===== src/hdl/cftf_pkg.sv =====
// Package for the transceiver fault-flag block: modes, timing constants, carrier structs.
// Assumes a 20 MHz core_clk; analog comparators and mode decoding live outside.
package cftf_pkg;

   // Operating modes as decoded by the mode logic outside this block
   typedef enum logic [2:0] {
      CFTF_MODE_SLEEP     = 3'h0,
      CFTF_MODE_STANDBY   = 3'h1,
      CFTF_MODE_GOTOSLEEP = 3'h3,
      CFTF_MODE_NORMAL    = 3'h2,
      CFTF_MODE_SILENT    = 3'h6,
      CFTF_MODE_PROTECTED = 3'h7
   } cftf_mode_t;

   localparam int CFTF_CLK_HZ = 20000000;

   // Minimum bus failure qualification, in ns as printed (1.9 us)
   localparam int CFTF_BUS_FAILURE_MIN_TIME_NS = 1900;
   localparam int CFTF_BUS_FAILURE_MIN_CYC     =
      (CFTF_BUS_FAILURE_MIN_TIME_NS * (CFTF_CLK_HZ / 1000000) + 999) / 1000;

   // Default qualification counts for figures the flag logic does not print
   localparam int CFTF_DOMINANT_TIMEOUT_CYC = 20000;
   localparam int CFTF_BUS_DOM_CYC          = 20000;
   localparam int CFTF_UV_CYC               = 200;

   localparam int          CFTF_CNT_W        = 16;
   localparam logic [2:0]  CFTF_EDGE_COUNT   = 3'h4;
   localparam logic [1:0]  CFTF_UV_CORE      = 2'h0;
   localparam logic [1:0]  CFTF_UV_IO        = 2'h1;
   localparam logic [1:0]  CFTF_UV_BAT       = 2'h2;
   localparam int          CFTF_NUM_UV       = 3;
   localparam logic [2:0]  CFTF_UV_RST       = 3'h0;

   // Raw inputs from comparators and pins
   typedef struct packed {
      logic       transmit_data;
      logic       receive_data;
      logic       bus_short;
      logic       bus_dominant;
      logic       over_temp;
      logic       temp_recovered;
      logic [2:0] supply_low;
   } cftf_raw_t;

   // Diagnostic flags
   typedef struct packed {
      logic       power_on_flag;
      logic       wake_request_flag;
      logic       wake_source_valid;
      logic       wake_source_flag;
      logic [2:0] uv_flag;
      logic       bus_failure_flag;
      logic       transmit_dominant_timeout_flag;
      logic       tx_rx_short_flag;
      logic       bus_dominant_clamp_flag;
      logic       thermal_shutdown_flag;
      logic       local_visible;
   } cftf_flags_t;

endpackage


===== src/hdl/cftf_fault_flags.sv =====
// Fault and wake flag logic of a CAN transceiver, with fault pin and receive override.
// Assumes mode is decoded outside from enable and standby_control_n on core_clk.
// Overview of operation
// - Six flag groups kept; five can show on the fault pin depending on mode.
// - Fault pin low when a visible flag or fault is present, else high.
// - Power-on set on battery recovery, cleared on entering normal mode.
// - Power-on flag blocks sleep entry.
// - Wake request set by a wake only in standby/go-to-sleep/sleep; fault and receive go low.
// - Wake request cleared on normal entry or core/io undervoltage.
// - Setting wake request restarts core and io undervoltage timers.
// - Go-to-sleep blocked while wake request set.
// - First wake source kept; normal mode pin low for local, high for bus.
// - Source shown in normal only; cleared after four edges, leaving normal, core/io undervoltage.
// - Undervoltage flags internal, set after qualification time.
// - Undervoltage cleared on recovery, core/io also on wake; mode logic then resumes selection.
// - Battery return sets power-on and wake request.
// - Bus failure after four persisting transmit cycles in normal; cleared leaving normal.
// - Bus faults qualified after a minimum time.
// - Local failures other than over-temperature detected in normal/silent, shown after normal to silent.
// - Dominant timeout disables driver until next transmit rising edge.
// - Timeout flag cleared on receive low with transmit high or entry to any mode but silent.
// - Transmit-receive short holds driver off until flag clears.
// - Short flag cleared leaving silent or receive low with transmit high.
// - Bus clamp flag keeps driver on; cleared on receive high or leaving silent.
// - Over-temperature disables driver; cleared after cooling plus release condition.
// - Silent mode keeps driver off while receiver mirrors the bus.
`timescale 1ns/1ps
module cftf_fault_flags
   import cftf_pkg::*;
#(
   parameter int DOMINANT_TIMEOUT_CYC = CFTF_DOMINANT_TIMEOUT_CYC,
   parameter int BUS_DOM_CYC          = CFTF_BUS_DOM_CYC,
   parameter int UV_CYC               = CFTF_UV_CYC
) (
   // Clock and reset
   input  wire logic core_clk,
   input  wire logic reset,
   // Mode and its requests
   input  wire cftf_mode_t mode,
   input  wire logic       local_wake,
   input  wire logic       remote_wake,
   output logic            sleep_block,
   output logic            gotosleep_block,
   // Pins and comparators, asynchronous
   input  wire cftf_raw_t  raw,
   // Outputs
   output logic            fault_indicator_n,
   output logic            receive_force_low,
   output logic            driver_enable,
   output cftf_flags_t     flags
);

   typedef struct packed {
      cftf_raw_t   sync1;
      cftf_raw_t   sync2;
      cftf_mode_t  mode_q;
      logic        tx_q;
      logic        dto_block;
      logic [2:0]  edge_cnt;
      logic [2:0]  fail_cnt;
      cftf_flags_t f;
      logic        fault_n;
   } cftf_state_t;

   cftf_state_t state;
   cftf_state_t next_state;
   cftf_raw_t   in_s;

   logic [CFTF_NUM_UV-1:0] uv_qual;
   logic [CFTF_NUM_UV-1:0] uv_restart;
   logic                   dto_qual;
   logic                   short_qual;
   logic                   dom_qual;
   logic                   bus_fault_qual;

   assign in_s = state.sync2;

   // Qualification timers on synchronised inputs
   generate
      for (genvar i = 0; i < CFTF_NUM_UV; i++) begin : g_uv
         cftf_qual #(.COUNT(UV_CYC)) u_uv (
            .core_clk  (core_clk),
            .reset     (reset),
            .cond      (in_s.supply_low[i]),
            .restart   (uv_restart[i]),
            .qualified (uv_qual[i])
         );
      end
   endgenerate

   // Restart on wake request set, not for the battery supply
   assign uv_restart = {1'b0, {2{next_state.f.wake_request_flag & ~state.f.wake_request_flag}}};

   cftf_qual #(.COUNT(DOMINANT_TIMEOUT_CYC)) u_dto (
      .core_clk  (core_clk),
      .reset     (reset),
      .cond      (~in_s.transmit_data),
      .restart   (1'b0),
      .qualified (dto_qual)
   );

   // Short looks like transmit and receive both held low together
   cftf_qual #(.COUNT(DOMINANT_TIMEOUT_CYC)) u_short (
      .core_clk  (core_clk),
      .reset     (reset),
      .cond      (~in_s.transmit_data & ~in_s.receive_data & ~driver_enable),
      .restart   (1'b0),
      .qualified (short_qual)
   );

   cftf_qual #(.COUNT(BUS_DOM_CYC)) u_dom (
      .core_clk  (core_clk),
      .reset     (reset),
      .cond      (in_s.bus_dominant),
      .restart   (1'b0),
      .qualified (dom_qual)
   );

   cftf_qual #(.COUNT(CFTF_BUS_FAILURE_MIN_CYC)) u_cbf (
      .core_clk  (core_clk),
      .reset     (reset),
      .cond      (in_s.bus_short),
      .restart   (1'b0),
      .qualified (bus_fault_qual)
   );

   logic in_normal;
   logic in_silent;
   logic enter_normal;
   logic leave_normal;
   logic leave_silent;
   logic norm_to_silent;
   logic mode_change;
   logic low_power;
   logic tx_rise;
   logic tx_fall;
   logic release_cond;
   logic core_io_uv_set;
   logic bat_return;
   logic any_wake;
   logic local_any;

   always_comb begin
      next_state       = state;
      next_state.sync1 = raw;
      next_state.sync2 = state.sync1;
      next_state.mode_q = mode;
      next_state.tx_q   = in_s.transmit_data;

      in_normal      = (mode == CFTF_MODE_NORMAL);
      in_silent      = (mode == CFTF_MODE_SILENT);
      mode_change    = (mode != state.mode_q);
      enter_normal   = in_normal && mode_change;
      leave_normal   = (state.mode_q == CFTF_MODE_NORMAL) && !in_normal;
      leave_silent   = (state.mode_q == CFTF_MODE_SILENT) && !in_silent;
      norm_to_silent = in_silent && (state.mode_q == CFTF_MODE_NORMAL);
      low_power      = (mode == CFTF_MODE_STANDBY) || (mode == CFTF_MODE_GOTOSLEEP) ||
                       (mode == CFTF_MODE_SLEEP);
      tx_rise        = in_s.transmit_data && !state.tx_q;
      tx_fall        = !in_s.transmit_data && state.tx_q;
      release_cond   = !in_s.receive_data && in_s.transmit_data;
      core_io_uv_set = (uv_qual[CFTF_UV_CORE] && !state.f.uv_flag[CFTF_UV_CORE]) ||
                       (uv_qual[CFTF_UV_IO] && !state.f.uv_flag[CFTF_UV_IO]);
      bat_return     = state.f.uv_flag[CFTF_UV_BAT] && !in_s.supply_low[CFTF_UV_BAT];
      any_wake       = (local_wake || remote_wake) && low_power;
      local_any      = state.f.transmit_dominant_timeout_flag || state.f.tx_rx_short_flag ||
                       state.f.bus_dominant_clamp_flag || state.f.thermal_shutdown_flag;

      // Supply undervoltage: set after qualification, cleared on recovery, core and io also on wake
      for (int i = 0; i < CFTF_NUM_UV; i++) begin
         if (!in_s.supply_low[i] || (any_wake && i != CFTF_UV_BAT)) begin
            next_state.f.uv_flag[i] = 1'b0;
         end
         if (uv_qual[i] && !(any_wake && i != CFTF_UV_BAT)) begin
            next_state.f.uv_flag[i] = 1'b1;
         end
      end

      // Power-on
      if (enter_normal) begin
         next_state.f.power_on_flag = 1'b0;
      end
      if (bat_return) begin
         next_state.f.power_on_flag = 1'b1;
      end

      // Wake request
      if (enter_normal || core_io_uv_set) begin
         next_state.f.wake_request_flag = 1'b0;
      end
      if (any_wake || bat_return) begin
         next_state.f.wake_request_flag = 1'b1;
      end

      // Wake source: first event only; counter of transmit falling edges in normal
      if (in_normal && state.f.wake_source_valid && tx_fall) begin
         next_state.edge_cnt = state.edge_cnt + 3'h1;
      end
      if ((state.edge_cnt == CFTF_EDGE_COUNT) || leave_normal || core_io_uv_set) begin
         next_state.f.wake_source_valid = 1'b0;
         next_state.edge_cnt            = '0;
      end
      if (any_wake && !state.f.wake_source_valid) begin
         next_state.f.wake_source_valid = 1'b1;
         next_state.f.wake_source_flag  = local_wake;
         next_state.edge_cnt            = '0;
      end

      // Bus failure: count transmit dominant-recessive cycles while the short persists
      if (in_normal && bus_fault_qual) begin
         if (tx_rise && state.fail_cnt != CFTF_EDGE_COUNT) begin
            next_state.fail_cnt = state.fail_cnt + 3'h1;
         end
      end else begin
         next_state.fail_cnt = '0;
      end
      if (leave_normal) begin
         next_state.f.bus_failure_flag = 1'b0;
      end
      if (in_normal && state.fail_cnt == CFTF_EDGE_COUNT) begin
         next_state.f.bus_failure_flag = 1'b1;
      end

      // Local failures
      if (release_cond || (mode_change && !in_silent)) begin
         next_state.f.transmit_dominant_timeout_flag = 1'b0;
      end
      if (release_cond || leave_silent) begin
         next_state.f.tx_rx_short_flag = 1'b0;
      end
      if (in_s.receive_data || leave_silent) begin
         next_state.f.bus_dominant_clamp_flag = 1'b0;
      end
      if (in_s.temp_recovered && (release_cond || (mode_change && !in_silent))) begin
         next_state.f.thermal_shutdown_flag = 1'b0;
      end
      if (in_normal || in_silent) begin
         if (dto_qual) begin
            next_state.f.transmit_dominant_timeout_flag = 1'b1;
         end
         if (short_qual) begin
            next_state.f.tx_rx_short_flag = 1'b1;
         end
         if (dom_qual) begin
            next_state.f.bus_dominant_clamp_flag = 1'b1;
         end
      end
      if (in_s.over_temp) begin
         next_state.f.thermal_shutdown_flag = 1'b1;
      end

      // Dominant timeout latch releases only on a transmit rising edge
      if (tx_rise) begin
         next_state.dto_block = 1'b0;
      end else if (dto_qual) begin
         next_state.dto_block = 1'b1;
      end

      // Indicator visible only after normal to silent; other transitions hide it
      if (norm_to_silent) begin
         next_state.f.local_visible = 1'b1;
      end else if (mode_change) begin
         next_state.f.local_visible = 1'b0;
      end

      // Fault pin selection per mode
      next_state.fault_n = 1'b1;
      if (low_power && next_state.f.wake_request_flag) begin
         next_state.fault_n = 1'b0;
      end else if (in_silent) begin
         if ((next_state.f.local_visible && local_any) ||
             (next_state.f.power_on_flag && state.mode_q != CFTF_MODE_NORMAL)) begin
            next_state.fault_n = 1'b0;
         end
      end else if (in_normal) begin
         if (next_state.f.bus_failure_flag ||
             (next_state.f.wake_source_valid && next_state.f.wake_source_flag)) begin
            next_state.fault_n = 1'b0;
         end
      end
   end

   always_ff @(posedge core_clk or posedge reset) begin
      if (reset) begin
         state         <= '0;
         state.mode_q  <= CFTF_MODE_SLEEP;
         state.tx_q    <= 1'b1;
         state.fault_n <= 1'b1;
         state.sync1.transmit_data <= 1'b1;
         state.sync2.transmit_data <= 1'b1;
         state.sync1.receive_data  <= 1'b1;
         state.sync2.receive_data  <= 1'b1;
      end else begin
         state <= next_state;
      end
   end

   // Silent mode and thermal, timeout, short faults hold the driver off; the clamp does not
   assign driver_enable = (mode == CFTF_MODE_NORMAL) && !state.dto_block &&
                          !state.f.tx_rx_short_flag && !state.f.thermal_shutdown_flag;
   assign sleep_block       = state.f.power_on_flag;
   assign gotosleep_block   = state.f.wake_request_flag | state.f.power_on_flag;
   assign receive_force_low = state.f.wake_request_flag &&
                              (state.mode_q != CFTF_MODE_NORMAL) && (state.mode_q != CFTF_MODE_SILENT);
   assign fault_indicator_n = state.fault_n;
   assign flags             = state.f;

endmodule


===== src/hdl/cftf_qual.sv =====
// Qualification counter: output rises once the synchronised condition has held for the set count.
// Assumes cond already lives in the core_clk domain; restart forces a fresh count.
`timescale 1ns/1ps
module cftf_qual
   import cftf_pkg::*;
#(
   parameter int COUNT = 4
) (
   // Clock and reset
   input  wire logic core_clk,
   input  wire logic reset,
   // Condition
   input  wire logic cond,
   input  wire logic restart,
   output logic      qualified
);

   typedef struct packed {
      logic [CFTF_CNT_W-1:0] cnt;
      logic                  hit;
   } cftf_qual_state_t;

   localparam logic [CFTF_CNT_W-1:0] LIMIT = CFTF_CNT_W'(COUNT - 1);

   cftf_qual_state_t state;
   cftf_qual_state_t next_state;

   always_comb begin
      next_state = state;
      if (!cond || restart) begin
         next_state.cnt = '0;
         next_state.hit = 1'b0;
      end else if (state.cnt >= LIMIT) begin
         next_state.hit = 1'b1;
      end else begin
         next_state.cnt = state.cnt + 1'b1;
      end
   end

   always_ff @(posedge core_clk or posedge reset) begin
      if (reset) begin
         state <= '0;
      end else begin
         state <= next_state;
      end
   end

   assign qualified = state.hit;

endmodule

===== config.mk =====
export PLATFORM = sky130hd
export DESIGN_NAME = cftf_fault_flags
export DESIGN_NICKNAME = d
export VERILOG_FILES = /design/src/hdl/cftf_pkg.sv /design/src/hdl/cftf_fault_flags.sv /design/src/hdl/cftf_qual.sv
export SDC_FILE = /design/constraint.sdc
export NUM_CORES = 1
export LEC_CHECK = 0
export ABC_AREA = 1
export BUFFER_PORTS_ARGS = -buffer_cell sky130_fd_sc_hd__clkbuf_2
export CAP_MARGIN = 10
export CORE_MARGIN = 5
export CORE_UTILIZATION = 29
export DETAILED_ROUTE_END_ITERATION = 10
export HOLD_SLACK_MARGIN = 0.05
export PLACE_DENSITY = 0.44
export SYNTH_ARGS = -nofsm -noshare
export SYNTH_HDL_FRONTEND = slang
export SYNTH_SLANG_ARGS = --single-unit

===== constraint.sdc =====
create_clock -name core_clk -period 5.35 [get_ports core_clk]
set_input_delay 1.07 -clock core_clk [delete_from_list [all_inputs] [get_ports core_clk]]
set_output_delay 1.07 -clock core_clk [all_outputs]
set_load 0.02 [all_outputs]

# Word level (Yosys, flattened, before mapping)
# Index checks and enable logic that the tools add are counted.
# classes
n_addsub	9
n_lt_le_gt_ge	7
eq_ne	25
mux	58
bitwise_logic	8
reduce_logical	75
# op_table
op	count
two-way mux 17 bit	7
adder 16 x 1 -> 16 bit, second input constant	7
two-way mux 16 bit	7
greater-or-equal comparator 16 x 15 -> 1 bit, second input constant	3
greater-or-equal comparator 16 x 8 -> 1 bit, second input constant	3
two-way mux 1 bit	37
logical AND 1 bit	30
logical OR 1 bit	21
two-way mux 3 bit	6
greater-or-equal comparator 16 x 6 -> 1 bit, second input constant	1
logical NOT 1 bit	15
!= test 2 x 1 -> 1 bit, second input constant	7
nonzero test 2 bit	7
== test 3 bit, second input constant	4
!= test 2 bit, second input constant	6
== test 3 x 2 -> 1 bit, second input constant	3
adder 3 x 1 -> 3 bit, second input constant	2
!= test 3 bit, second input constant	2
inverter 1 bit	4
AND 1 bit	3
== test 3 x 1 -> 1 bit, second input constant	1
logical NOT 3 bit	1
!= test 3 x 2 -> 1 bit, second input constant	1
!= test 3 bit	1
other kinds (3)	3
# totals
reg_bits	162
input_bits	16
output_inout_bits	18

# Depth between registers and ports, before layout
# depth
word_depth	13
mapped_depth	12

# Modules after synthesis
# A second synthesis with hierarchy kept.
# hier_totals
cells_unflattened	1088
area_unflattened_um2	8693.3
# by_module_without_submodules
mod	n_inst	cells_per_inst	area_each_um2	seq_area_each_um2
cftf_qual (u_dom ...)	3	164	1149.9	425.4
cftf_qual (g_uv[0].u_uv ...)	3	103	833.3	425.4
cftf_fault_flags	1	186	1890.6	1083.5
cftf_qual (u_cbf)	1	101	853.3	425.4

# Worst setup path after synthesis
# OpenSTA, ideal clock, no wires.
# synth_timing
path_kind	input-to-output
startpoint	input mode[1]
endpoint	output driver_enable
t_arrival_ns	1.680
setup_slack_ns	2.600
stages	4
path_buffers	0
path_cell_list	inv_2 nor2_4 nand2_2 nor3_2
# synth_via
elab_chain_cells	4
# synth_rtl
element	line_no	rtl
start: declaration	cftf_fault_flags.sv:39	input wire cftf_mode_t mode,
== test 3 x 2 -> 1 bit	cftf_fault_flags.sv:299	assign driver_enable = (mode == CFTF_MODE_NORMAL) && !state.dto_block &&
logical AND 1 bit (2 in series)	cftf_fault_flags.sv:299	
logical AND 1 bit	cftf_fault_flags.sv:300	!state.f.tx_rx_short_flag && !state.f.thermal_shutdown_flag;
end: declaration	cftf_fault_flags.sv:49	output logic driver_enable,
# Every way passes these cells.

# Worst setup path after layout
# layout_timing
startpoint	input mode[0]
endpoint	output driver_enable
# Same word-level chain as after synthesis.

==> results_dict.tcl <==
set metrics [dict create \
    status "finished clean" \
    synth_top_area_share_pct 49.82 \
    clock_latency_ps 430 \
    post_cts_buffers 0 \
    die-area_sq_mm 0.03041 \
    nFillCells 2791 \
    cpPeakStageDelay_ps 320 \
    ys_ff_latch 162 \
    crit_cells 5 \
    overflow 0 \
    hp-start "next_state[29]" \
    yosys_warnings 0 \
    synthesis.area_sq_mm 0.007836 \
    finalHoldViolCount 0 \
    path_clk_slew_ps 70 \
    worst_slew_pin_slew_ps 897.1 \
    vias 5607 \
    cts.sinks 162 \
    ioPinCount 34 \
    synth_edf_count 0 \
    crit_chain "clkbuf_2 -> nor2_4 -> nand2_2 -> nor3_2 -> clkbuf_2" \
    synthDistinctLibCells 45 \
    syn_nets 951 \
    setup_viol 0 \
    drive_above_1_share_pct 13.84 \
    yosysSeqAreaShare_pct 51.83 \
    crit_start "mode[0]" \
    crit_type "in -> out" \
    n_antenna_cell 0 \
    clockBufferDepth 2 \
    cp.arrival_ps 2040 \
    whs_path_depth 0 \
    worst-path-max-fanout 6 \
    area_growth_pct 13.19 \
    synthCells 922 \
    hold_path.class "reg -> reg" \
    viasPerCell 4.306 \
    maxCapViolations 0 \
    rsz0062_at_grt "false" \
    critical-path-slowest-cell "nor3_2" \
    wl_um 15980 \
    grt_pass1_wl_um 28410 \
    dr.pass1.iters 4 \
    p_sw_share_pct 25.80 \
    utilization_pct 33.10 \
    synth_area_per_cell_sq_um 8.499 \
    startpoint_type "input pin" \
    internal-power_mw 2.016 \
    slew_violations 0 \
    place_congestion 0.7670 \
    hold_buffers 0 \
    cts_max_level 4 \
    die_w_um 174.4 \
    cts_resized 0 \
    post-synth-top-count-cell "nand2_1" \
    fin_setup_tns_ps 0 \
    regToRegStartpoint "u_short.state[1]" \
    dp_hpwl_um 11100 \
    p_per_area_mw_per_mm2 306.3 \
    crit_buf_inv 2 \
    max_freq_mhz 321.8 \
    cts-buffers-inserted 17 \
    clock-skew-final_ps 14.39 \
    grt_max_degree 163 \
    ant_nets 0 \
    initial_utilization_pct 29.24 \
    path_common_cell "clkbuf_2" \
    slew_headroom_pct 40.19 \
    end_kind "primary output" \
    peakVddDrop_v 0.0001801 \
    track_usage_pct 11.29 \
    nNetsFinal 977 \
    p_sw_mw 0.7010 \
    core-area_sq_mm 0.02680 \
    synth-main-ff-cell "dfrtp_1" \
    antenna_found_initial 0 \
    synth_commonest_cells "189 x nand2_1, 156 x dfrtp_1, 119 x nor2_1" \
    yosysTopAreaCell "dfrtp_1" \
    clkPwrFrac_pct 46.6 \
    tritoncts "done" \
    port_buffers 33 \
    cts_root_buffer "clkbuf_16" \
    dr.first_iter.drc_count 256 \
    worstRegToRegCells 9 \
    seqPwrFrac_pct 47.5 \
    grt_pass1_vias 5661 \
    wl_per_cell_um 12.27 \
    rows 60 \
    async_flop_share_pct 100.0 \
    period_needed_ps 3107 \
    leakagePower_nw 4.234 \
    cp_data_required_time_ps 4280 \
    cp_top_family "simple AND/OR/NAND/NOR gates" \
    fin_crit_sh_pct 58.08 \
    drc 0 \
    synthTopCellsByArea "dfrtp_1 50%, nand2_1 9.1%, nor2_1 5.7%, inv_1 5.6%, nand3_1 4.5%" \
    comb_power_share_pct 5.9 \
    die_h_um 174.4 \
]
power groups by stage:
stage	sequential (mW)	clock (mW)	combinational [mW]
finish	1.29	1.27	0.159
global route	1.30	1.37	0.187
CTS	1.29	1.31	0.167
detailed placement	1.31	0	0.166
global placement	1.31	0	0.166
floorplan	1.30	0	0.131
metal layers:
| metal | global-route usage [%] | share of wire, % | up-vias |
|---|---|---|---|
| met4 | 3.431 | 1.3 | 0 |
| met5 | 0 | 0 | - |
| li1 | - | - | 2959 |
| met3 | 2.980 | 2.8 | 13 |
| met2 | 17.37 | 45 | 40 |
| met1 | 15.61 | 51 | 2595 |
worst paths after layout:
check	to	slack [ps]
worst max-delay path	driver_enable	2240
worst min-delay path	in_s[4]	350
worst max register to register	u_short.state[10]	3250
worst min register to register	in_s[4]	350
max in group asynchronous	u_short.state[10]	3820
min in group asynchronous	state[23]	860
final cells by class:
class	instances	area [sq um]	share of cell area (%)
multi-input cells	601	3083	34.76
inverters	132	500.5	5.643
clock buffers	17	425.4	4.796
flip-flops and latches	162	4061	45.79
repair buffers	34	185.2	2.088
clock inverters	15	187.7	2.116
well taps	341	426.7	4.810
sequential cells by signal, indices dropped and copies added (netlist names), 3 cells and up:
signal               cells
flags                   12
g_uv.u_uv.qualified      3
g_uv.u_uv.state         48
in_s                     9
next_state               9
state                   11
u_cbf.state             16
u_dom.state             16
u_dto.state             16
u_short.state           16
worst reg2reg max path, cell delays in order (launching register included):
cell,delay (ps)
dfrtp_1,400
ha_1,260
inv_2,80
nor2_4,150
nand2_2,90
and2_4,150
o21ai_4,350
nand2_2,280
nand2_1,170
o21ai_2,60
cells by family after synthesis:
family,share of synthesized area [%]
AND/OR/NAND/NOR,26.81
buffers and inverters,8.829
AO/OA/AOI/OAI,6.323
adder cells (fa/ha/maj),2.076
XOR/XNOR,4.135
flip-flops,51.83
placed cells by master (no fill, tap or decap), types with 12 or more instances in the layout:
master / netlist / layout
inv_1: 117 / 116
inv_2: 14 / 14
nand3_1: 71 / 71
nand4_1: 23 / 23
o21ai_0: 22 / 22
nor3_1: 24 / 24
nor2_2: 12 / 12
dfrtp_1: 156 / 156
o21ai_1: 21 / 21
xor2_1: 35 / 35
a21oi_1: 17 / 17
clkbuf_2: 0 / 33
nand2_1: 189 / 189
nor2_1: 119 / 119
clkbuf_16: 0 / 17
ha_1: 13 / 13
metrics by stage:
step | std cells | cell area (sq um) | power [mW] | setup WS, ps | hold WS, ps
global placement | 1270 | 8257 | 1.481 | 2176 | 332.1
CTS | 1302 | 8870 | 2.773 | 2159 | 353.7
global route | 1302 | 8870 | 2.858 | 2124 | 367.5
finish | 1302 | 8870 | 2.717 | 2243 | 351.5
floorplan | 922 | 7840 | 1.432 | 2228 | 331.2
detailed placement | 1270 | 8257 | 1.481 | 2159 | 335.6
Note: power is estimated with default switching activity, not from simulation.
